<file path="src/core/cntc_pkg.sv">
// constants and types for the configuration memory transfer control block
package cntc_pkg;

    // ----------------------------------------------------------------
    // register offsets
    // ----------------------------------------------------------------
    localparam logic [11:0] CNTC_OFS_BUSY = 12'hB00;
    localparam logic [11:0] CNTC_OFS_ERR = 12'hB01;
    localparam logic [11:0] CNTC_OFS_CTRL1 = 12'hB02;
    localparam logic [11:0] CNTC_OFS_CTRL2 = 12'hB03;
    localparam logic [11:0] CNTC_OFS_STAT_PIN = 12'h232;
    localparam logic [11:0] CNTC_OFS_APPLY = 12'h234;
    localparam logic [11:0] CNTC_OFS_SEG_FIRST = 12'hA00;
    localparam logic [11:0] CNTC_OFS_SEG_LAST = 12'hA16;
    localparam int CNTC_SEG_LEN = 23;

    // ----------------------------------------------------------------
    // field positions
    // ----------------------------------------------------------------
    localparam int CNTC_BIT_BUSY = 0;
    localparam int CNTC_BIT_ERR = 0;
    localparam int CNTC_BIT_WREN = 0;
    localparam int CNTC_BIT_SOFT = 1;
    localparam int CNTC_BIT_STORE = 0;
    localparam int CNTC_BIT_STAT_BUSY = 4;
    localparam int CNTC_BIT_APPLY = 0;

    // ----------------------------------------------------------------
    // segment list opcodes and reset values
    // ----------------------------------------------------------------
    localparam logic [7:0] CNTC_OP_END = 8'hFF;
    localparam logic [7:0] CNTC_OP_APPLY = 8'h80;
    localparam logic [7:0] CNTC_SEG_RST = 8'hFF;
    localparam logic CNTC_CTRL_RST = 1'b0;
    localparam logic CNTC_BOOT_RST = 1'b1;

    // transfer engine states
    typedef enum logic [2:0] {
        ST_IDLE,
        ST_SEG,
        ST_RD,
        ST_REQ,
        ST_WR,
        ST_CHK,
        ST_DONE
    } cntc_state_t;

endpackage

</file>
<file path="src/core/cntc_sync.sv">
// three-stage synchroniser for a pin input, output moves when stages two and three agree
`timescale 1ns/1ps
module cntc_sync #(
    parameter logic RST_VAL = 1'b0
) (
    // clock and reset
    input wire logic clk,
    input wire logic rst,
    // pin side
    input wire logic pin_in,
    // synchronised level
    output logic level_out
);
    logic s1_reg;
    logic s2_reg;
    logic s3_reg;
    logic level_reg;
    logic level_next;

    // ----------------------------------------------------------------
    // stage chain and agreement filter
    // ----------------------------------------------------------------
    // take the new level only once the last two stages agree
    always_comb begin
        level_next = level_reg;
        if (s2_reg == s3_reg) begin
            level_next = s3_reg;
        end
    end

    // first stage feeds only the second
    always_ff @(posedge clk) begin
        if (rst) begin
            s1_reg <= RST_VAL;
            s2_reg <= RST_VAL;
            s3_reg <= RST_VAL;
            level_reg <= RST_VAL;
        end else begin
            s1_reg <= pin_in;
            s2_reg <= s1_reg;
            s3_reg <= s2_reg;
            level_reg <= level_next;
        end
    end

    assign level_out = level_reg;
endmodule

</file>
<file path="src/core/cntc_top.sv">
// configuration memory transfer control: registers, segment list and transfer engine
// Functional notes
// Bit 0 of the busy register reads 1 while a transfer runs and 0 once it is done.
// The busy flag covers both store to memory and load from memory.
// With bit 4 of the status pin register set, status_output_zero shows the busy flag.
// Bit 0 of the error register reads 1 when a load found bad data, else 0.
// With boot_select low, writing 1 to the reload bit soft-resets and reloads, then clears.
// Memory stays write-protected while the write-enable bit is 0, its reset value; the bit gates only the start of a store, not one already running.
// Writing 1 to the store bit starts a store of the buffer bank into memory.
// The store bit clears itself when the store has finished.
// The engine walks the segment list of address/count runs, apply and end opcodes.
// Writing 1 to the apply bit copies buffer to active registers, then clears.
// A store while protected is ignored, and each transfer updates the error flag.
`timescale 1ns/1ps
module cntc_top (
    // clock and reset
    input wire logic clk,
    input wire logic rst,
    // register access from the serial control port
    input wire logic reg_wr,
    input wire logic reg_rd,
    input wire logic [11:0] reg_addr,
    input wire logic [7:0] reg_wdata,
    output logic [7:0] reg_rdata,
    // pins
    input wire logic boot_select,
    input wire logic status_other,
    output logic status_output_zero,
    // buffer register bank
    output logic [11:0] buf_addr,
    input wire logic [7:0] buf_rdata,
    output logic [7:0] buf_wdata,
    output logic buf_we,
    // nonvolatile memory
    output logic nvm_req,
    output logic nvm_we,
    output logic [11:0] nvm_addr,
    output logic [7:0] nvm_wdata,
    input wire logic [7:0] nvm_rdata,
    input wire logic nvm_ack,
    // effects on the rest of the chip
    output logic apply_pulse,
    output logic soft_reset
);
    import cntc_pkg::*;

    cntc_state_t state_reg, state_next;
    logic [4:0] ptr_reg, ptr_next;
    logic [6:0] cnt_reg, cnt_next;
    logic [11:0] baddr_reg, baddr_next;
    logic [11:0] naddr_reg, naddr_next;
    logic [7:0] data_reg, data_next;
    logic [7:0] sum_reg, sum_next;
    logic dir_reg, dir_next;
    logic err_reg, err_next;
    logic [7:0] seg_reg [CNTC_SEG_LEN];
    logic [7:0] seg_next [CNTC_SEG_LEN];
    logic wren_reg, wren_next;
    logic store_reg, store_next;
    logic soft_reg, soft_next;
    logic stat_en_reg, stat_en_next;
    logic apply_reg, apply_next;
    logic soft_pulse_reg;
    logic [7:0] rdata_reg, rdata_next;
    logic boot_level;
    logic busy;
    logic start_store;
    logic start_load;
    logic apply_eng;
    logic step;
    logic [7:0] entry;
    logic [7:0] entry_hi;
    logic [7:0] entry_lo;

    // segment list byte, zero beyond the end of the list
    function automatic logic [7:0] seg_at(input logic [7:0] list [CNTC_SEG_LEN],
                                          input logic [4:0] idx);
        logic [7:0] val;
        val = 8'h00;
        if (idx < 5'(CNTC_SEG_LEN)) begin
            val = list[idx];
        end
        return val;
    endfunction

    // ----------------------------------------------------------------
    // boot select pin
    // ----------------------------------------------------------------
    cntc_sync #(.RST_VAL(CNTC_BOOT_RST)) u_boot_sync (
        .clk(clk),
        .rst(rst),
        .pin_in(boot_select),
        .level_out(boot_level)
    );

    // ----------------------------------------------------------------
    // request decode
    // ----------------------------------------------------------------
    assign busy = (state_reg != ST_IDLE);
    // store refused while protected or busy
    assign start_store = reg_wr && (reg_addr == CNTC_OFS_CTRL2) && reg_wdata[CNTC_BIT_STORE]
                         && wren_reg && !busy;
    // reload only with boot select low
    assign start_load = reg_wr && (reg_addr == CNTC_OFS_CTRL1) && reg_wdata[CNTC_BIT_SOFT]
                        && !boot_level && !busy;
    assign entry = seg_at(seg_reg, ptr_reg);
    // address bytes that follow a count entry
    assign entry_hi = seg_at(seg_reg, ptr_reg + 5'h01);
    assign entry_lo = seg_at(seg_reg, ptr_reg + 5'h02);

    // ----------------------------------------------------------------
    // transfer engine
    // ----------------------------------------------------------------
    // next state of the segment walker and byte mover
    always_comb begin
        state_next = state_reg;
        ptr_next = ptr_reg;
        cnt_next = cnt_reg;
        baddr_next = baddr_reg;
        naddr_next = naddr_reg;
        data_next = data_reg;
        sum_next = sum_reg;
        dir_next = dir_reg;
        err_next = err_reg;
        apply_eng = 1'b0;
        step = 1'b0;
        case (state_reg)
            ST_IDLE: begin
                if (start_store || start_load) begin
                    dir_next = start_store;
                    ptr_next = 5'h00;
                    naddr_next = 12'h000;
                    sum_next = 8'h00;
                    state_next = ST_SEG;
                end
            end
            ST_SEG: begin
                if (entry == CNTC_OP_APPLY) begin
                    apply_eng = 1'b1;
                    ptr_next = ptr_reg + 5'h01;
                end else if (entry != 8'h00 && !entry[7]
                             && ptr_reg <= 5'(CNTC_SEG_LEN - 3)) begin
                    cnt_next = entry[6:0];
                    baddr_next = {entry_hi[3:0], entry_lo};
                    ptr_next = ptr_reg + 5'h03;
                    state_next = ST_RD;
                end else begin
                    // end of data: check byte follows the payload
                    data_next = sum_reg;
                    state_next = ST_CHK;
                end
            end
            ST_RD: begin
                if (dir_reg) begin
                    data_next = buf_rdata;
                end
                state_next = ST_REQ;
            end
            ST_REQ: begin
                if (nvm_ack) begin
                    sum_next = sum_reg + (dir_reg ? data_reg : nvm_rdata);
                    naddr_next = naddr_reg + 12'h001;
                    if (dir_reg) begin
                        step = 1'b1;
                    end else begin
                        data_next = nvm_rdata;
                        state_next = ST_WR;
                    end
                end
            end
            ST_WR: begin
                step = 1'b1;
            end
            ST_CHK: begin
                if (nvm_ack) begin
                    err_next = dir_reg ? 1'b0 : (nvm_rdata != sum_reg);
                    state_next = ST_DONE;
                end
            end
            ST_DONE: begin
                state_next = ST_IDLE;
            end
            default: begin
                state_next = ST_IDLE;
            end
        endcase
        // advance within the current run
        if (step) begin
            baddr_next = baddr_reg + 12'h001;
            cnt_next = cnt_reg - 7'h01;
            state_next = (cnt_reg == 7'h01) ? ST_SEG : ST_RD;
        end
    end

    // engine registers
    always_ff @(posedge clk) begin
        if (rst) begin
            state_reg <= ST_IDLE;
            ptr_reg <= 5'h00;
            cnt_reg <= 7'h00;
            baddr_reg <= 12'h000;
            naddr_reg <= 12'h000;
            data_reg <= 8'h00;
            sum_reg <= 8'h00;
            dir_reg <= 1'b0;
            err_reg <= 1'b0;
        end else begin
            state_reg <= state_next;
            ptr_reg <= ptr_next;
            cnt_reg <= cnt_next;
            baddr_reg <= baddr_next;
            naddr_reg <= naddr_next;
            data_reg <= data_next;
            sum_reg <= sum_next;
            dir_reg <= dir_next;
            err_reg <= err_next;
        end
    end

    // ----------------------------------------------------------------
    // control registers and read port
    // ----------------------------------------------------------------
    // register writes, self-clearing bits and readback
    always_comb begin
        seg_next = seg_reg;
        wren_next = wren_reg;
        stat_en_next = stat_en_reg;
        store_next = store_reg;
        soft_next = soft_reg;
        rdata_next = rdata_reg;
        apply_next = apply_eng;
        if (reg_wr) begin
            if (reg_addr == CNTC_OFS_CTRL1) begin
                wren_next = reg_wdata[CNTC_BIT_WREN];
            end else if (reg_addr == CNTC_OFS_STAT_PIN) begin
                stat_en_next = reg_wdata[CNTC_BIT_STAT_BUSY];
            end else if (reg_addr == CNTC_OFS_APPLY) begin
                apply_next = apply_eng || reg_wdata[CNTC_BIT_APPLY];
            end else if (reg_addr >= CNTC_OFS_SEG_FIRST && reg_addr <= CNTC_OFS_SEG_LAST
                         && !busy) begin
                seg_next[5'(reg_addr - CNTC_OFS_SEG_FIRST)] = reg_wdata;
            end
        end
        // bits clear at the end of their own transfer
        if (state_reg == ST_DONE) begin
            store_next = 1'b0;
            soft_next = 1'b0;
        end
        if (start_store) begin
            store_next = 1'b1;
        end
        if (start_load) begin
            soft_next = 1'b1;
        end
        if (reg_rd) begin
            rdata_next = 8'h00;
            if (reg_addr == CNTC_OFS_BUSY) begin
                rdata_next[CNTC_BIT_BUSY] = busy;
            end else if (reg_addr == CNTC_OFS_ERR) begin
                rdata_next[CNTC_BIT_ERR] = err_reg;
            end else if (reg_addr == CNTC_OFS_CTRL1) begin
                rdata_next[CNTC_BIT_WREN] = wren_reg;
                rdata_next[CNTC_BIT_SOFT] = soft_reg;
            end else if (reg_addr == CNTC_OFS_CTRL2) begin
                rdata_next[CNTC_BIT_STORE] = store_reg;
            end else if (reg_addr == CNTC_OFS_STAT_PIN) begin
                rdata_next[CNTC_BIT_STAT_BUSY] = stat_en_reg;
            end else if (reg_addr >= CNTC_OFS_SEG_FIRST && reg_addr <= CNTC_OFS_SEG_LAST) begin
                rdata_next = seg_reg[5'(reg_addr - CNTC_OFS_SEG_FIRST)];
            end
        end
    end

    // control registers
    always_ff @(posedge clk) begin
        if (rst) begin
            for (int i = 0; i < CNTC_SEG_LEN; i++) begin
                seg_reg[i] <= CNTC_SEG_RST;
            end
            wren_reg <= CNTC_CTRL_RST;
            stat_en_reg <= CNTC_CTRL_RST;
            store_reg <= CNTC_CTRL_RST;
            soft_reg <= CNTC_CTRL_RST;
            apply_reg <= 1'b0;
            soft_pulse_reg <= 1'b0;
            rdata_reg <= 8'h00;
        end else begin
            seg_reg <= seg_next;
            wren_reg <= wren_next;
            stat_en_reg <= stat_en_next;
            store_reg <= store_next;
            soft_reg <= soft_next;
            apply_reg <= apply_next;
            soft_pulse_reg <= start_load;
            rdata_reg <= rdata_next;
        end
    end

    // ----------------------------------------------------------------
    // outputs
    // ----------------------------------------------------------------
    assign reg_rdata = rdata_reg;
    assign status_output_zero = stat_en_reg ? busy : status_other;
    assign buf_addr = baddr_reg;
    assign buf_wdata = data_reg;
    assign buf_we = (state_reg == ST_WR);
    assign nvm_req = (state_reg == ST_REQ) || (state_reg == ST_CHK);
    assign nvm_we = nvm_req && dir_reg;
    assign nvm_addr = naddr_reg;
    assign nvm_wdata = data_reg;
    assign apply_pulse = apply_reg;
    assign soft_reset = soft_pulse_reg;

    // ----------------------------------------------------------------
    // assertions
    // ----------------------------------------------------------------
    a_store_starts_busy: assert property (@(posedge clk) disable iff (rst)
        start_store |=> busy && dir_reg && store_reg)
        else $error("store request did not start a store");
    a_protect_store: assert property (@(posedge clk) disable iff (rst)
        (reg_wr && reg_addr == CNTC_OFS_CTRL2 && !wren_reg && !busy) |=> !busy)
        else $error("store started while write protected");
    a_store_clears: assert property (@(posedge clk) disable iff (rst)
        (state_reg == ST_DONE && store_reg) |=> !store_reg && !busy)
        else $error("store bit did not clear after store");
    a_load_reset: assert property (@(posedge clk) disable iff (rst)
        start_load |=> soft_reset && busy && !dir_reg ##1 !soft_reset)
        else $error("reload did not pulse soft reset and start load");
    a_status_pin: assert property (@(posedge clk) disable iff (rst)
        stat_en_reg |-> status_output_zero == (state_reg != ST_IDLE))
        else $error("status pin does not follow busy");
    a_busy_read: assert property (@(posedge clk) disable iff (rst)
        (reg_rd && reg_addr == CNTC_OFS_BUSY) |=> reg_rdata == {7'h00, $past(busy)})
        else $error("busy readback wrong");
    a_load_error: assert property (@(posedge clk) disable iff (rst)
        (state_reg == ST_CHK && nvm_ack && !dir_reg)
        |=> err_reg == ($past(nvm_rdata) != $past(sum_reg)))
        else $error("error flag does not match check byte");
    a_apply_once: assert property (@(posedge clk) disable iff (rst)
        (reg_wr && reg_addr == CNTC_OFS_APPLY && reg_wdata[0]) |=> apply_pulse)
        else $error("apply write gave no pulse");
    a_protect_nvm: assert property (@(posedge clk) disable iff (rst)
        nvm_we |-> dir_reg && store_reg)
        else $error("memory written outside a store");
endmodule

</file>
<file path="config.mk">
export PLATFORM = sky130hd
export DESIGN_NAME = cntc_top
export DESIGN_NICKNAME = d
export VERILOG_FILES = /design/src/core/cntc_pkg.sv /design/src/core/cntc_sync.sv /design/src/core/cntc_top.sv
export SDC_FILE = /design/constraint.sdc
export NUM_CORES = 1
export LEC_CHECK = 0
export BUFFER_PORTS_ARGS = -buffer_cell sky130_fd_sc_hd__clkbuf_2
export CAP_MARGIN = 10
export CORE_AREA = 3 3 139 276
export CTS_CLUSTER_DIAMETER = 150
export CTS_CLUSTER_SIZE = 25
export DETAILED_ROUTE_END_ITERATION = 10
export DIE_AREA = 0 0 142 279
export HOLD_SLACK_MARGIN = 0.1
export PLACE_DENSITY = 0.62
export REMOVE_ABC_BUFFERS = 1
export SKIP_CTS_REPAIR_TIMING = 1
export SLEW_MARGIN = 20
export SYNTH_ARGS = -nofsm -noshare
export SYNTH_HDL_FRONTEND = slang
export SYNTH_HIERARCHICAL = 1
export SYNTH_SLANG_ARGS = --single-unit
</file>
<file path="constraint.sdc">
create_clock -name clk -period 5.9 [get_ports clk]
set_clock_uncertainty 0.2 [all_clocks]
set_input_delay 0.885 -clock clk [delete_from_list [all_inputs] [get_ports clk]]
set_output_delay 0.885 -clock clk [all_outputs]
set_load 0.02 [all_outputs]
</file>
Word level (Yosys, flattened, before mapping)
Index checks and enable logic that the tools add are counted.
{"block": "word_totals", "latchBits": 0, "out_inout_bits": 54, "ff_bits": 259, "memories": 0, "ramBits": 0, "mem_bits_ro": 0, "word_cells": 221}
{"block": "classes", "addsub": 8, "n_div": 0, "magnitude_cmp": 11, "shifts": 0, "bitwise_logic": 7, "n_reduce_logical": 40, "n_mux": 83, "n_mul": 0, "n_eq_ne": 29}
{"cell": "184-bit bitwise mux", "count": 1}
{"cell": "8-bit two-way mux", "count": 23}
{"cell": "8-bit binary-select mux with 5-bit select", "count": 4}
{"cell": "12-bit two-way mux", "count": 6}
{"cell": "7-bit two-way mux", "count": 7}
{"cell": "12-bit equality test (second input constant)", "count": 4}
{"cell": "8-bit demux with 5-bit select", "count": 1}
{"cell": "12-bit by 1-bit adder with 12-bit output (second input constant)", "count": 2}
{"cell": "12-bit by 10-bit equality test with 1-bit output (second input constant)", "count": 2}
{"cell": "6-bit greater-or-equal comparator (second input constant)", "count": 4}
{"cell": "3-bit two-way mux", "count": 8}
{"cell": "5-bit inverter with 6-bit output", "count": 4}
{"cell": "12-bit case mux with 2 select lines", "count": 1}
{"cell": "8-bit case mux with 3 select lines", "count": 1}
{"cell": "3-bit != test (second input constant)", "count": 6}
{"cell": "3-bit case mux with 6 select lines", "count": 1}
{"cell": "1-bit two-way mux", "count": 17}
{"cell": "4-bit two-way mux", "count": 4}
{"cell": "8-bit case mux with 2 select lines", "count": 1}
{"cell": "5-bit < comparator (second input constant)", "count": 3}
{"cell": "5-bit two-way mux", "count": 3}
{"cell": "1-bit logical AND", "count": 14}
{"cell": "12-bit greater-or-equal comparator (second input constant)", "count": 1}
{"cell": "12-bit less-or-equal comparator (second input constant)", "count": 1}
{"cell": "31 further kinds", "count": 59}

Longest topological paths before layout
Gate-level depths: netlist of run 1.
{"block": "depth", "word_depth": 17, "ltp_mapped": 18}

Cells and area by module
The synthesis of run 1 kept the hierarchy.
{"module": "cntc_top", "area_per_inst_um2": 16258.1, "cells_per_inst": 1783, "n_inst": 1}
{"module": "cntc_sync", "area_per_inst_um2": 115.1, "cells_per_inst": 10, "n_inst": 1}

Least setup slack after synthesis of run 1
Ideal clock, no wire load.
{"block": "synth_path", "path_type": "reg-to-reg", "startpoint": "register ptr_reg[1]", "endpoint": "register baddr_reg[3], in the netlist buf_addr[3]", "path_stages_with_launch": 13, "slack_ps": 2105, "period_less_slack_ps": 3795, "arrival_ps": 3461, "path_cell_list": "dfxtp_1 buf_2 inv_1 buf_1 buf_1 ha_1 clkbuf_1 clkbuf_1 mux4_2 mux2i_1 a221oi_1 nand2_1 a31oi_1"}
{"block": "synth_between", "elab_chain_cells": 10, "word_cells_on_any_way": 26, "cone_classes": "add/sub (1); order compare (3); eq/ne (2); mux (12); bitwise (2); reduce/logical (6)"}
{"item": "start: declaration", "line_no": "cntc_top.sv:48", "source": "logic [4:0] ptr_reg, ptr_next;"}
{"item": "start signal: assignment", "line_no": "cntc_top.sv:209", "source": "ptr_reg <= ptr_next;"}
{"item": "5-bit by 2-bit adder with 5-bit output / 5-bit inverter with 6-bit output (equally long branches)", "line_no": "cntc_top.sv:109, cntc_top.sv:81"}
{"item": "5-bit inverter with 6-bit output (not written as such) / 8-bit binary-select mux with 5-bit select (equally long branches)", "line_no": "cntc_top.sv:81", "source": "val = list[idx];"}
{"item": "8-bit binary-select mux with 5-bit select / 8-bit two-way mux (equally long branches)", "line_no": "cntc_top.sv:81"}
{"item": "8-bit two-way mux (not written as such)", "line_no": "cntc_top.sv:81"}
{"item": "8-bit two-way mux, on equally long branches", "line_no": "cntc_top.sv:81, cntc_top.sv:80"}
{"item": "8-bit two-way mux, or another cell as far along", "line_no": "cntc_top.sv:80", "source": "if (idx < 5'(CNTC_SEG_LEN)) begin"}
{"item": "12-bit two-way mux / 1-bit logical AND (equally long branches)", "line_no": "cntc_top.sv:141", "source": "end else if (entry != 8'h00 && !entry[7]"}
{"item": "12-bit two-way mux / 1-bit logical AND (equally long branches)", "line_no": "cntc_top.sv:138, cntc_top.sv:142"}
{"item": "12-bit two-way mux / 2-bit nonzero test (equally long branches)"}
{"item": "12-bit two-way mux / 3-bit AND reduction (equally long branches)"}
{"item": "end signal: assignment", "line_no": "cntc_top.sv:211", "source": "baddr_reg <= baddr_next;"}
{"item": "end: declaration", "line_no": "cntc_top.sv:50", "source": "logic [11:0] baddr_reg, baddr_next;"}
Parallel ways exist; a longest one is shown, timed or not. The select of a mux whose other input is x is not followed.
A chain may end at the register's enable or synchronous reset.

Final worst setup path of run 1
{"block": "layout_path", "startpoint": "register ptr_reg[0]", "endpoint": "register cnt_reg[5]"}
{"block": "layout_between", "elab_chain_cells": 10, "word_cells_on_any_way": 19, "cone_classes": "order compare (2); eq/ne (2); mux (8); bitwise (1); reduce/logical (6)"}
{"item": "5-bit inverter with 6-bit output (not written as such)", "line_no": "cntc_top.sv:81"}
{"item": "8-bit binary-select mux with 5-bit select", "line_no": "cntc_top.sv:81"}
{"item": "8-bit two-way mux (not written as such) (2 in a row)", "line_no": "cntc_top.sv:81"}
{"item": "8-bit two-way mux", "line_no": "cntc_top.sv:80"}
{"item": "8-bit nonzero test / 1-bit zero test (equally long branches)", "line_no": "cntc_top.sv:141"}
{"item": "1-bit logical AND", "line_no": "cntc_top.sv:141"}
{"item": "1-bit logical AND", "line_no": "cntc_top.sv:142", "source": "&& ptr_reg <= 5'(CNTC_SEG_LEN - 3)) begin"}
{"item": "2-bit nonzero test (no line)"}
{"item": "3-bit AND reduction (no line)"}
{"item": "end signal: assignment", "line_no": "cntc_top.sv:210", "source": "cnt_reg <= cnt_next;"}
{"item": "end: declaration", "line_no": "cntc_top.sv:49", "source": "logic [6:0] cnt_reg, cnt_next;"}
Parallel ways exist; a longest one is shown, timed or not. The select of a mux whose other input is x is not followed.

==> out/results.ini, run 1 <==
[die]
rows = 99
die_h_microns = 279
placeableCoreArea_sq_um = 36500
io-pin-count = 97
initial_utilization = 0.448
die_width_microns = 142
die-area_sq_um = 39600

[timing]
setup_violations = 0
setup_slack_ns = 1.31
actual_transition_at_the_worst_max_transition_pin_ns = 1.16
slew_violations = 0
timing.final.crit_share = 0.779
fin_hold_ws_ns = 0.218
period_needed_ns = 4.59
hold_violations = 0
maximum_achievable_frequency_mhz = 218
worst_slew_margin_rel = 0.221
rsz0062_at_grt = no

[clock_network]
cts_made_buffers = 14
clockBufferDepth = 3
cts.sinks = 259
cts_tree = built
worst_skew_pair.late_latency_ns = 0.53
clk_pin_slew_worst_paths_ns = 0.11
ctsHtreeMaxLevel = 1
clockRootBuffer = sky130_fd_sc_hd__clkbuf_16

[pwr]
post-layout-total-power_w = 0.00371
irDropWorstVdd_mv = 0.127
power_density_nw_per_um2 = 211
static-leakage-power_nw = 6.44

[global_route]
initial_antenna_violation_count = 0
overflow = 0
grt_pass1_wl_microns = 91100
grt_pass1_vias = 14723
gr-usage-all-layers = 0.302
grt_max_degree = 107

[synth]
post-synth-top-area-cell = sky130_fd_sc_hd__dfxtp_1
post_synth_main_area_contributors = sky130_fd_sc_hd__dfxtp_1 (32%), sky130_fd_sc_hd__mux4_2 (17%), sky130_fd_sc_hd__mux2i_1 (12%)
async_reset_ff_frac = 0
post_synth_num_cell_types = 76
ys.warnings.count = 6
syn_avg_cell_area_sq_um = 9.13
ys_seq_elements = 259
syn-instance-count = 1793
leading_register_cell_type_out_of_synthesis = sky130_fd_sc_hd__dfxtp_1
synth_cell_area_sq_um = 16400
synthDominantCellAreaShare = 0.317
synth_sequential_area_ratio = 0.317
synth_enable_flop_cells = 0

[place]
dpl-instance-area_sq_um = 17200
port-buffer-count = 96
dp_hpwl_microns = 45200
placedCellCount = 2244
gp_routability_congestion = 0.980
dpl_worst_slack_ns = 1.24

[routing]
route.vias.total = 14676
met2_length_microns = 30500
dr.pass1.iters = 5
route.antenna.remaining_nets = 0
routedWlPerCell_microns = 27.0
vias_per_cell = 6.49
drcViolationCount = 0
drt-total-wl_microns = 61000
maxUsedRoutingLayer = met4
drtIter0Drc = 1352
wirelength_met1_microns = 19400
met3RoutedLength_microns = 3750

[finish]
mostFrequentLayoutCells = sky130_fd_sc_hd__nand2_1 (323), sky130_fd_sc_hd__dfxtp_1 (257), sky130_fd_sc_hd__mux2i_1 (192)
num-nets-final = 1867
final-instance-count-excl-fill = 2262
most_common_library_cell_in_the_layout_ignoring_fill_and_taps = sky130_fd_sc_hd__nand2_1
num_antenna_cells = 0
area_growth_syn_to_layout_pct = 7.42
layout_cell_share_with_drive_strength_beyond_1 = 0.188
finish.instance_area_sq_um = 17600
largest_register_ffs = 184

[worst_setup_path]
cp_data_arrival_time_ns = 4.84
worst-r2r-cell-count = 9
worst-setup-path-type = register to register
cp_required_ns = 6.15
worst_r2r_startpoint = ptr_reg[0]$_SDFFE_PP0P_
setup.worst_path.end_class = register
timing.rr.end = cnt_reg[5]$_SDFFE_PP0P_
critical_path.max_fanout = 51
critical_path_start_type = register
rrSetupSlack_ns = 1.31

[hold_path]
timing.hold.worst_path_depth = 1
startpoint_of_the_most_critical_hold_path = u_boot_sync/s1_reg$_SDFF_PP1_
hold_worst_path_end = u_boot_sync/s2_reg$_SDFF_PP1_
hold_path_class = register to register

[flow_run]
cap_viol_max_count = 0

[outcome]
status = finished, final reports clean

## logic make-up (layout without fill, tap and decap cells)
kind of cell | after synthesis | after routing | share of synthesized area
buffers and inverters | 183 | 198 | 0.0479
adder cells (fa/ha/maj) | 17 | 17 | 0.0134
multiplexers | 338 | 338 | 0.301
AO/OA/AOI/OAI | 247 | 247 | 0.104
AND/OR/NAND/NOR | 717 | 717 | 0.200
XOR/XNOR | 32 | 32 | 0.0171
flip-flops | 259 | 259 | 0.317
## how the worst max path moves through the flow
stage / start / endpoint / slack (ns) / cells after the start
finish: ptr_reg[0]$_SDFFE_PP0P_ / cnt_reg[5]$_SDFFE_PP0P_ / 1.31 / 9
CTS: ptr_reg[0]$_SDFFE_PP0P_ / buf_wdata[2]$_SDFFE_PP0P_ / 1.19 / 11
global placement: ptr_reg[0]$_SDFFE_PP0P_ / buf_wdata[2]$_SDFFE_PP0P_ / 1.30 / 11
global route: ptr_reg[0]$_SDFFE_PP0P_ / buf_addr[6]$_SDFFE_PP0P_ / 1.00 / 11
floorplan: ptr_reg[0]$_SDFFE_PP0P_ / buf_addr[11]$_SDFFE_PP0P_ / -2.23 / 11
detailed placement: ptr_reg[0]$_SDFFE_PP0P_ / buf_wdata[2]$_SDFFE_PP0P_ / 1.24 / 11
## cell usage after synthesis, drive strengths merged, types with 5 or more instances
| cell type | number |
|---|---|
| a211oi | 32 |
| a21oi | 57 |
| a22oi | 14 |
| a31oi | 18 |
| a32oi | 8 |
| and2 | 10 |
| and3 | 14 |
| buf | 59 |
| clkbuf | 92 |
| dfxtp | 259 |
| ha | 16 |
| inv | 30 |
| mux2 | 25 |
| mux2i | 192 |
| mux4 | 121 |
| nand2 | 323 |
| nand2b | 17 |
| nand3 | 175 |
| nand3b | 8 |
| nand4 | 11 |
| nor2 | 89 |
| nor2b | 20 |
| nor3 | 16 |
| nor4 | 7 |
| o211ai | 12 |
| o21ai | 50 |
| o21bai | 5 |
| o22ai | 16 |
| or2 | 6 |
| or3 | 9 |
| xnor2 | 8 |
| xor2 | 24 |
## through the flow
step	TNS, ns	util
finish	0	0.481
global route	0	0.481
CTS	0	0.481
detailed placement	0	0.470
global placement	0	0.470
floorplan	-60.28	-
## per-layer routing
metal / vias to the layer above / global-route usage
li1: 6559 / -
met1: 7130 / 0.297
met2: 724 / 0.525
met3: 263 / 0.0439
met4: 0 / 0.292
met5: - / 0
## power by group
part | leakage (nW) | internal [W] | switching (W) | total [W]
registers | 2.10 | 0.00180 | 0.0000773 | 0.00188
clock network | 0.193 | 0.000468 | 0.000631 | 0.00110
logic | 4.15 | 0.000250 | 0.000483 | 0.000733
total | 6.44 | 0.00252 | 0.00119 | 0.00371
## area by class of cell
cell class	instances	area [sq um]
repair buffers	149	896
multi-input cells	1351	10400
clock inverters	1	16.3
fillers	3512	19000
clock buffers	16	379
well taps	454	568
flip-flops and latches	259	5190
inverters	32	125
## worst max-delay path: stages (launching register included)
cell and delay, ns:
sky130_fd_sc_hd__dfxtp_4 0.89, sky130_fd_sc_hd__mux4_2 0.58, sky130_fd_sc_hd__mux2i_1 0.42, sky130_fd_sc_hd__nand2_1 0.13, sky130_fd_sc_hd__a21oi_1 0.47, sky130_fd_sc_hd__and2_1 0.28, sky130_fd_sc_hd__a21boi_2 0.56, sky130_fd_sc_hd__nor2_1 0.36
sky130_fd_sc_hd__or3_1 0.43, sky130_fd_sc_hd__a21oi_1 0.15
No activity file was read; power rests on OpenSTA's default activity.
==> run 2, diff against run 1 <==
--- a/config.mk
+++ b/config.mk
@@ -13,7 +13,7 @@
 export DETAILED_ROUTE_END_ITERATION = 10
 export DIE_AREA = 0 0 142 279
 export HOLD_SLACK_MARGIN = 0.1
-export PLACE_DENSITY = 0.62
+export PLACE_DENSITY = 0.65
 export REMOVE_ABC_BUFFERS = 1
 export SKIP_CTS_REPAIR_TIMING = 1
 export SLEW_MARGIN = 20
==> constraint.sdc (replaced) <==
create_clock -name clk -period 4 [get_ports clk]
set_clock_uncertainty 0.2 [all_clocks]
set_input_delay 0.6 -clock clk [delete_from_list [all_inputs] [get_ports clk]]
set_output_delay 0.6 -clock clk [all_outputs]
set_load 0.02 [all_outputs]
==> run 2 against run 1 <==
  * Register-to-register slack worse by 1.2 ns
  * Critical path depth up 2
  * Die area unchanged
  * Clock-buffer cell count unchanged
  * Worst setup slack worse by 1.2 ns
  * Combinational power up 56%
  * Non-clock buffer count up 51
  * Critical path type unchanged
==> out/results.ini, run 2 (synthesis results as in run 1) <==
[pwr]
netSwitchingFraction = 0.319
static-leakage-power_nw = 6.73
intPower_w = 0.00374
power_density_nw_per_um2 = 304
irDropWorstVdd_mv = 0.214
pwr-share-comb = 0.207
power_switching_w = 0.00175
part_of_the_power_in_the_clock_network = 0.290
p_seq_frac = 0.503

[routing]
drcViolationCount = 0
drt-total-wl_microns = 62100
met3RoutedLength_microns = 3970
route.vias.total = 15117
wirelength_met1_microns = 19700
routedWlPerCell_microns = 26.9
vias_per_cell = 6.54
maxUsedRoutingLayer = met4
met2_length_microns = 32000
drtIter0Drc = 1590
route.antenna.remaining_nets = 0
dr.pass1.iters = 6

[worst_setup_path]
critical_path_start_type = register
cp.buffers_inverters = 2
cp_data_arrival_time_ns = 4.10
slowest_stage = sky130_fd_sc_hd__or4_1
timing.critical_path.mode_cell = sky130_fd_sc_hd__buf_4
worst-setup-path-type = register to register
critical_path.top_delay_family = simple AND/OR/NAND/NOR gates
cp_required_ns = 4.25
setup.worst_path.end_class = register
timing.critical_path.from = ptr_reg[1]$_SDFFE_PP0P_
worst_r2r_startpoint = ptr_reg[1]$_SDFFE_PP0P_
critical_path.max_fanout = 19
crit_path_cell_trace = buf_4, nor2b_1, buf_4, a22oi_1, nand4_1, nand3_1, or4_1, o21ai_2, a221oi_1, or3_1, a21oi_1
cp_slowest_stage_delay_ns = 0.71

[clock_network]
worst_skew_pair.late_latency_ns = 0.53
cts_tree = built
clockRootBuffer = sky130_fd_sc_hd__clkbuf_16
clk_pin_slew_worst_paths_ns = 0.11
ctsHtreeMaxLevel = 1
cts.sinks = 259
clockBufferDepth = 3
cts_made_buffers = 14

[hold_path]
startpoint_of_the_most_critical_hold_path = u_boot_sync/s1_reg$_SDFF_PP1_
hold_path_class = register to register

[global_route]
grt_max_degree = 65
initial_antenna_violation_count = 1
overflow = 0
grt_pass1_vias = 14914
grt_pass1_wl_microns = 92200
gr-usage-all-layers = 0.304

[finish]
num_antenna_cells = 0
num-nets-final = 1918
area_growth_syn_to_layout_pct = 10.6
most_common_library_cell_in_the_layout_ignoring_fill_and_taps = sky130_fd_sc_hd__nand2_1
layout_cell_share_with_drive_strength_beyond_1 = 0.211
finish.instance_area_sq_um = 18100
mostFrequentLayoutCells = sky130_fd_sc_hd__nand2_1 (323), sky130_fd_sc_hd__dfxtp_1 (256), sky130_fd_sc_hd__mux2i_1 (192)
largest_register_ffs = 184

[timing]
setup_violations = 0
slew_violations = 0
worst_slew_margin_rel = 0.326
rsz0062_at_grt = no
timing.final.crit_share = 0.963
period_needed_ns = 3.85
hold_violations = 0
setup_slack_ns = 0.150
maximum_achievable_frequency_mhz = 260
actual_transition_at_the_worst_max_transition_pin_ns = 1.01

[die]
io-pin-count = 97
rows = 99
die_width_microns = 142
placeableCoreArea_sq_um = 36500
die_h_microns = 279
die-area_sq_um = 39600
initial_utilization = 0.448

[place]
port-buffer-count = 96
dpl-instance-area_sq_um = 17700
gp_routability_congestion = 1.01
dp_hpwl_microns = 47200
dpl_worst_slack_ns = -0.0615

[outcome]
status = finished, final reports clean

[flow_run]
cap_viol_max_count = 0

-- run 2: per-layer routing --
| layer | vias up | track usage |
|---|---|---|
| li1 | 6673 | - |
| met1 | 7362 | 0.301 |
| met3 | 281 | 0.0447 |
| met4 | 0 | 0.256 |
| met2 | 801 | 0.546 |
| met5 | - | 0 |
-- run 2: final timing paths --
kind	end	slack, ns	cells past startpoint
hold / removal	u_boot_sync/s2_reg$_SDFF_PP1_	0.22	1
setup reg to reg	buf_addr[1]$_SDFFE_PP0P_	0.15	11
hold reg to reg	u_boot_sync/s2_reg$_SDFF_PP1_	0.22	1
setup / recovery	buf_addr[1]$_SDFFE_PP0P_	0.15	11
-- run 2: final cells by class --
| cell class | count | area [sq um] |
|---|---|---|
| clock buffer | 16 | 379 |
| sequential | 259 | 5190 |
| fill | 3424 | 18400 |
| multi-input combinational | 1351 | 10400 |
| clock inverter | 1 | 16.3 |
| timing repair buffer | 200 | 1400 |
| inverter | 32 | 125 |
| tap | 454 | 568 |
-- run 2: power groups by stage --
stage	combinational [W]	sequential, W	clock, W
after global routing	0.00122	0.00278	0.00171
final	0.00114	0.00276	0.00159
after global placement	0.00112	0.00282	0
after detailed placement	0.00112	0.00282	0
after floorplan	0.000543	0.00291	0
after CTS	0.00113	0.00276	0.00163
-- run 2: stage by stage --
step	hold WS, ns	util	power, W	std cells	TNS (ns)
3_5_place_dp	0.198	0.483	0.00394	2294	-0.348
4_1_cts	0.0444	0.494	0.00552	2311	-1.60
2_1_floorplan	0.185	-	0.00345	1642	-133.40
6_report	0.223	0.495	0.00550	2313	0
5_1_grt	0.246	0.495	0.00571	2313	0
3_3_place_gp	0.190	0.483	0.00393	2294	-0.173
==> run 3, diff against run 2 <==
--- a/config.mk
+++ b/config.mk
@@ -8,6 +8,7 @@
 export BUFFER_PORTS_ARGS = -buffer_cell sky130_fd_sc_hd__clkbuf_2
 export CAP_MARGIN = 10
 export CORE_AREA = 3 3 139 276
+export CTS_BUF_LIST = sky130_fd_sc_hd__clkbuf_8
 export CTS_CLUSTER_DIAMETER = 150
 export CTS_CLUSTER_SIZE = 25
 export DETAILED_ROUTE_END_ITERATION = 10
==> run 3 against run 2 <==
  * Maximum frequency shrank 1.1%
  * Sequential power is essentially flat
  * Clock power shrank 23%
  * Global-route usage is essentially flat
  * Flip-flop and latch count is the same
  * Clock-buffer cell count shrank 1
  * Critical path depth is the same
  * Largest cell class unchanged
  * Hold slack lost 0.013 ns
==> out/results.ini, run 3 (synthesis results as in run 1) <==
[worst_setup_path]
setup.worst_path.end_class = register
cp_required_ns = 4.32
cp_slowest_stage_delay_ns = 0.71
cp.buffers_inverters = 2
crit_path_cell_trace = clkbuf_16, buf_4, mux2i_1, a22oi_1, nand4_1, nand3_1, or4_1, o21ai_2, a221oi_1, or3_1, a21oi_1
slowest_stage = sky130_fd_sc_hd__or4_1
critical_path_start_type = register
critical_path.max_fanout = 16
cp_data_arrival_time_ns = 4.21
worst-r2r-cell-count = 11
critical_path.top_delay_family = simple AND/OR/NAND/NOR gates
worst-setup-path-type = register to register
timing.rr.end = buf_addr[1]$_SDFFE_PP0P_
worst_r2r_startpoint = ptr_reg[0]$_SDFFE_PP0P_
rrSetupSlack_ns = 0.11

[die]
initial_utilization = 0.448
placeableCoreArea_sq_um = 36500
die_width_microns = 142
io-pin-count = 97
die-area_sq_um = 39600
rows = 99
die_h_microns = 279

[hold_path]
hold_worst_path_end = reg_rdata[1]$_SDFFE_PP0P_
hold_path_class = input port to register
startpoint_of_the_most_critical_hold_path = reg_rd
timing.hold.worst_path_depth = 2

[clock_network]
clockBufferDepth = 3
ctsHtreeMaxLevel = 1
clockRootBuffer = sky130_fd_sc_hd__clkbuf_8
worst_skew_pair.late_latency_ns = 0.57
cts_tree = built
clk_pin_slew_worst_paths_ns = 0.18
cts.sinks = 259
cts_made_buffers = 14

[finish]
area_growth_syn_to_layout_pct = 9.54
largest_register_ffs = 184
layout_cell_share_with_drive_strength_beyond_1 = 0.211
num-nets-final = 1918
final-instance-count-excl-fill = 2314
mostFrequentLayoutCells = sky130_fd_sc_hd__nand2_1 (323), sky130_fd_sc_hd__dfxtp_1 (256), sky130_fd_sc_hd__mux2i_1 (192)
filler_cell_count = 3448
most_common_library_cell_in_the_layout_ignoring_fill_and_taps = sky130_fd_sc_hd__nand2_1

[timing]
hold_violations = 0
finalSetupTns_ns = 0
fin_hold_ws_ns = 0.210
slew_violations = 0
setup_violations = 0
maximum_achievable_frequency_mhz = 257
actual_transition_at_the_worst_max_transition_pin_ns = 0.988
timing.final.crit_share = 0.973
period_needed_ns = 3.89
setup_slack_ns = 0.109
worst_slew_margin_rel = 0.339

[place]
gp_routability_congestion = 1.01
placedCellCount = 2294
port-buffer-count = 96
dpl_worst_slack_ns = -0.0615
dp_hpwl_microns = 47200

[routing]
route.antenna.remaining_nets = 0
drtIter0Drc = 1626
routedWlPerCell_microns = 26.9
route.vias.total = 15107
vias_per_cell = 6.53
drt-total-wl_microns = 62300
dr.pass1.iters = 6
drcViolationCount = 0

[pwr]
irDropWorstVdd_mv = 0.181
power_density_nw_per_um2 = 286
post-layout-total-power_w = 0.00513
static-leakage-power_nw = 6.65

[outcome]
status = finished, final reports clean

[global_route]
grt_pass1_wl_microns = 92200
grt_max_degree = 65
initial_antenna_violation_count = 2
grt_pass1_vias = 14875
overflow = 0
gr-usage-all-layers = 0.304

[flow_run]
cap_viol_max_count = 0

-- run 3: how the worst max path moves through the flow --
stage,slack [ns],startpoint,endpoint,cells after the start
floorplan,-4.13,ptr_reg[0]$_SDFFE_PP0P_,buf_addr[11]$_SDFFE_PP0P_,11
global placement,-0.03,ptr_reg[0]$_SDFFE_PP0P_,buf_addr[11]$_SDFFE_PP0P_,9
detailed placement,-0.06,ptr_reg[0]$_SDFFE_PP0P_,cnt_reg[6]$_SDFFE_PP0P_,9
CTS,-0.15,ptr_reg[0]$_SDFFE_PP0P_,ptr_reg[4]$_SDFFE_PP0P_,10
global route,-0.004,ptr_reg[0]$_SDFFE_PP0P_,buf_addr[1]$_SDFFE_PP0P_,11
finish,0.11,ptr_reg[0]$_SDFFE_PP0P_,buf_addr[1]$_SDFFE_PP0P_,11
-- run 3: report_power, final --
group          internal (W)  total (W)  switching (W)
Combinational      0.000390    0.00114       0.000750
Sequential          0.00266    0.00277       0.000101
Clock              0.000356    0.00122       0.000866
-- run 3: metal layers --
layer	up-vias	part of all wire	GRT usage
met5	-	0	0
met4	0	0.11	0.255
met3	292	0.062	0.0413
met2	848	0.51	0.544
met1	7308	0.32	0.304
li1	6659	-	-
-- run 3: worst reg2reg max path, cell delays in order (launching register included) --
cell and delay [ns]:
sky130_fd_sc_hd__dfxtp_4 0.59, sky130_fd_sc_hd__clkbuf_16 0.27, sky130_fd_sc_hd__buf_4 0.20, sky130_fd_sc_hd__mux2i_1 0.29, sky130_fd_sc_hd__a22oi_1 0.14, sky130_fd_sc_hd__nand4_1 0.11, sky130_fd_sc_hd__nand3_1 0.20, sky130_fd_sc_hd__or4_1 0.71
sky130_fd_sc_hd__o21ai_2 0.46, sky130_fd_sc_hd__a221oi_1 0.12, sky130_fd_sc_hd__or3_1 0.38, sky130_fd_sc_hd__a21oi_1 0.15
-- run 3: per-stage QoR --
stage / area, sq um / util
2_1_floorplan: 15700 / -
3_3_place_gp: 17700 / 0.483
3_5_place_dp: 17700 / 0.483
4_1_cts: 17900 / 0.489
5_1_grt: 17900 / 0.491
6_report: 17900 / 0.491
-- run 3: area by class of cell --
type | instances | area (sq um) | area share
Multi-Input combinational cell | 1351 | 10400 | 0.581
Inverter | 32 | 125 | 0.00698
Clock inverter | 2 | 20.0 | 0.00112
Sequential cell | 259 | 5190 | 0.289
Tap cell | 454 | 568 | 0.0317
Antenna cell | 1 | 2.50 | 0.000140
Clock buffer | 15 | 206 | 0.0115
Timing Repair Buffer | 200 | 1400 | 0.0780
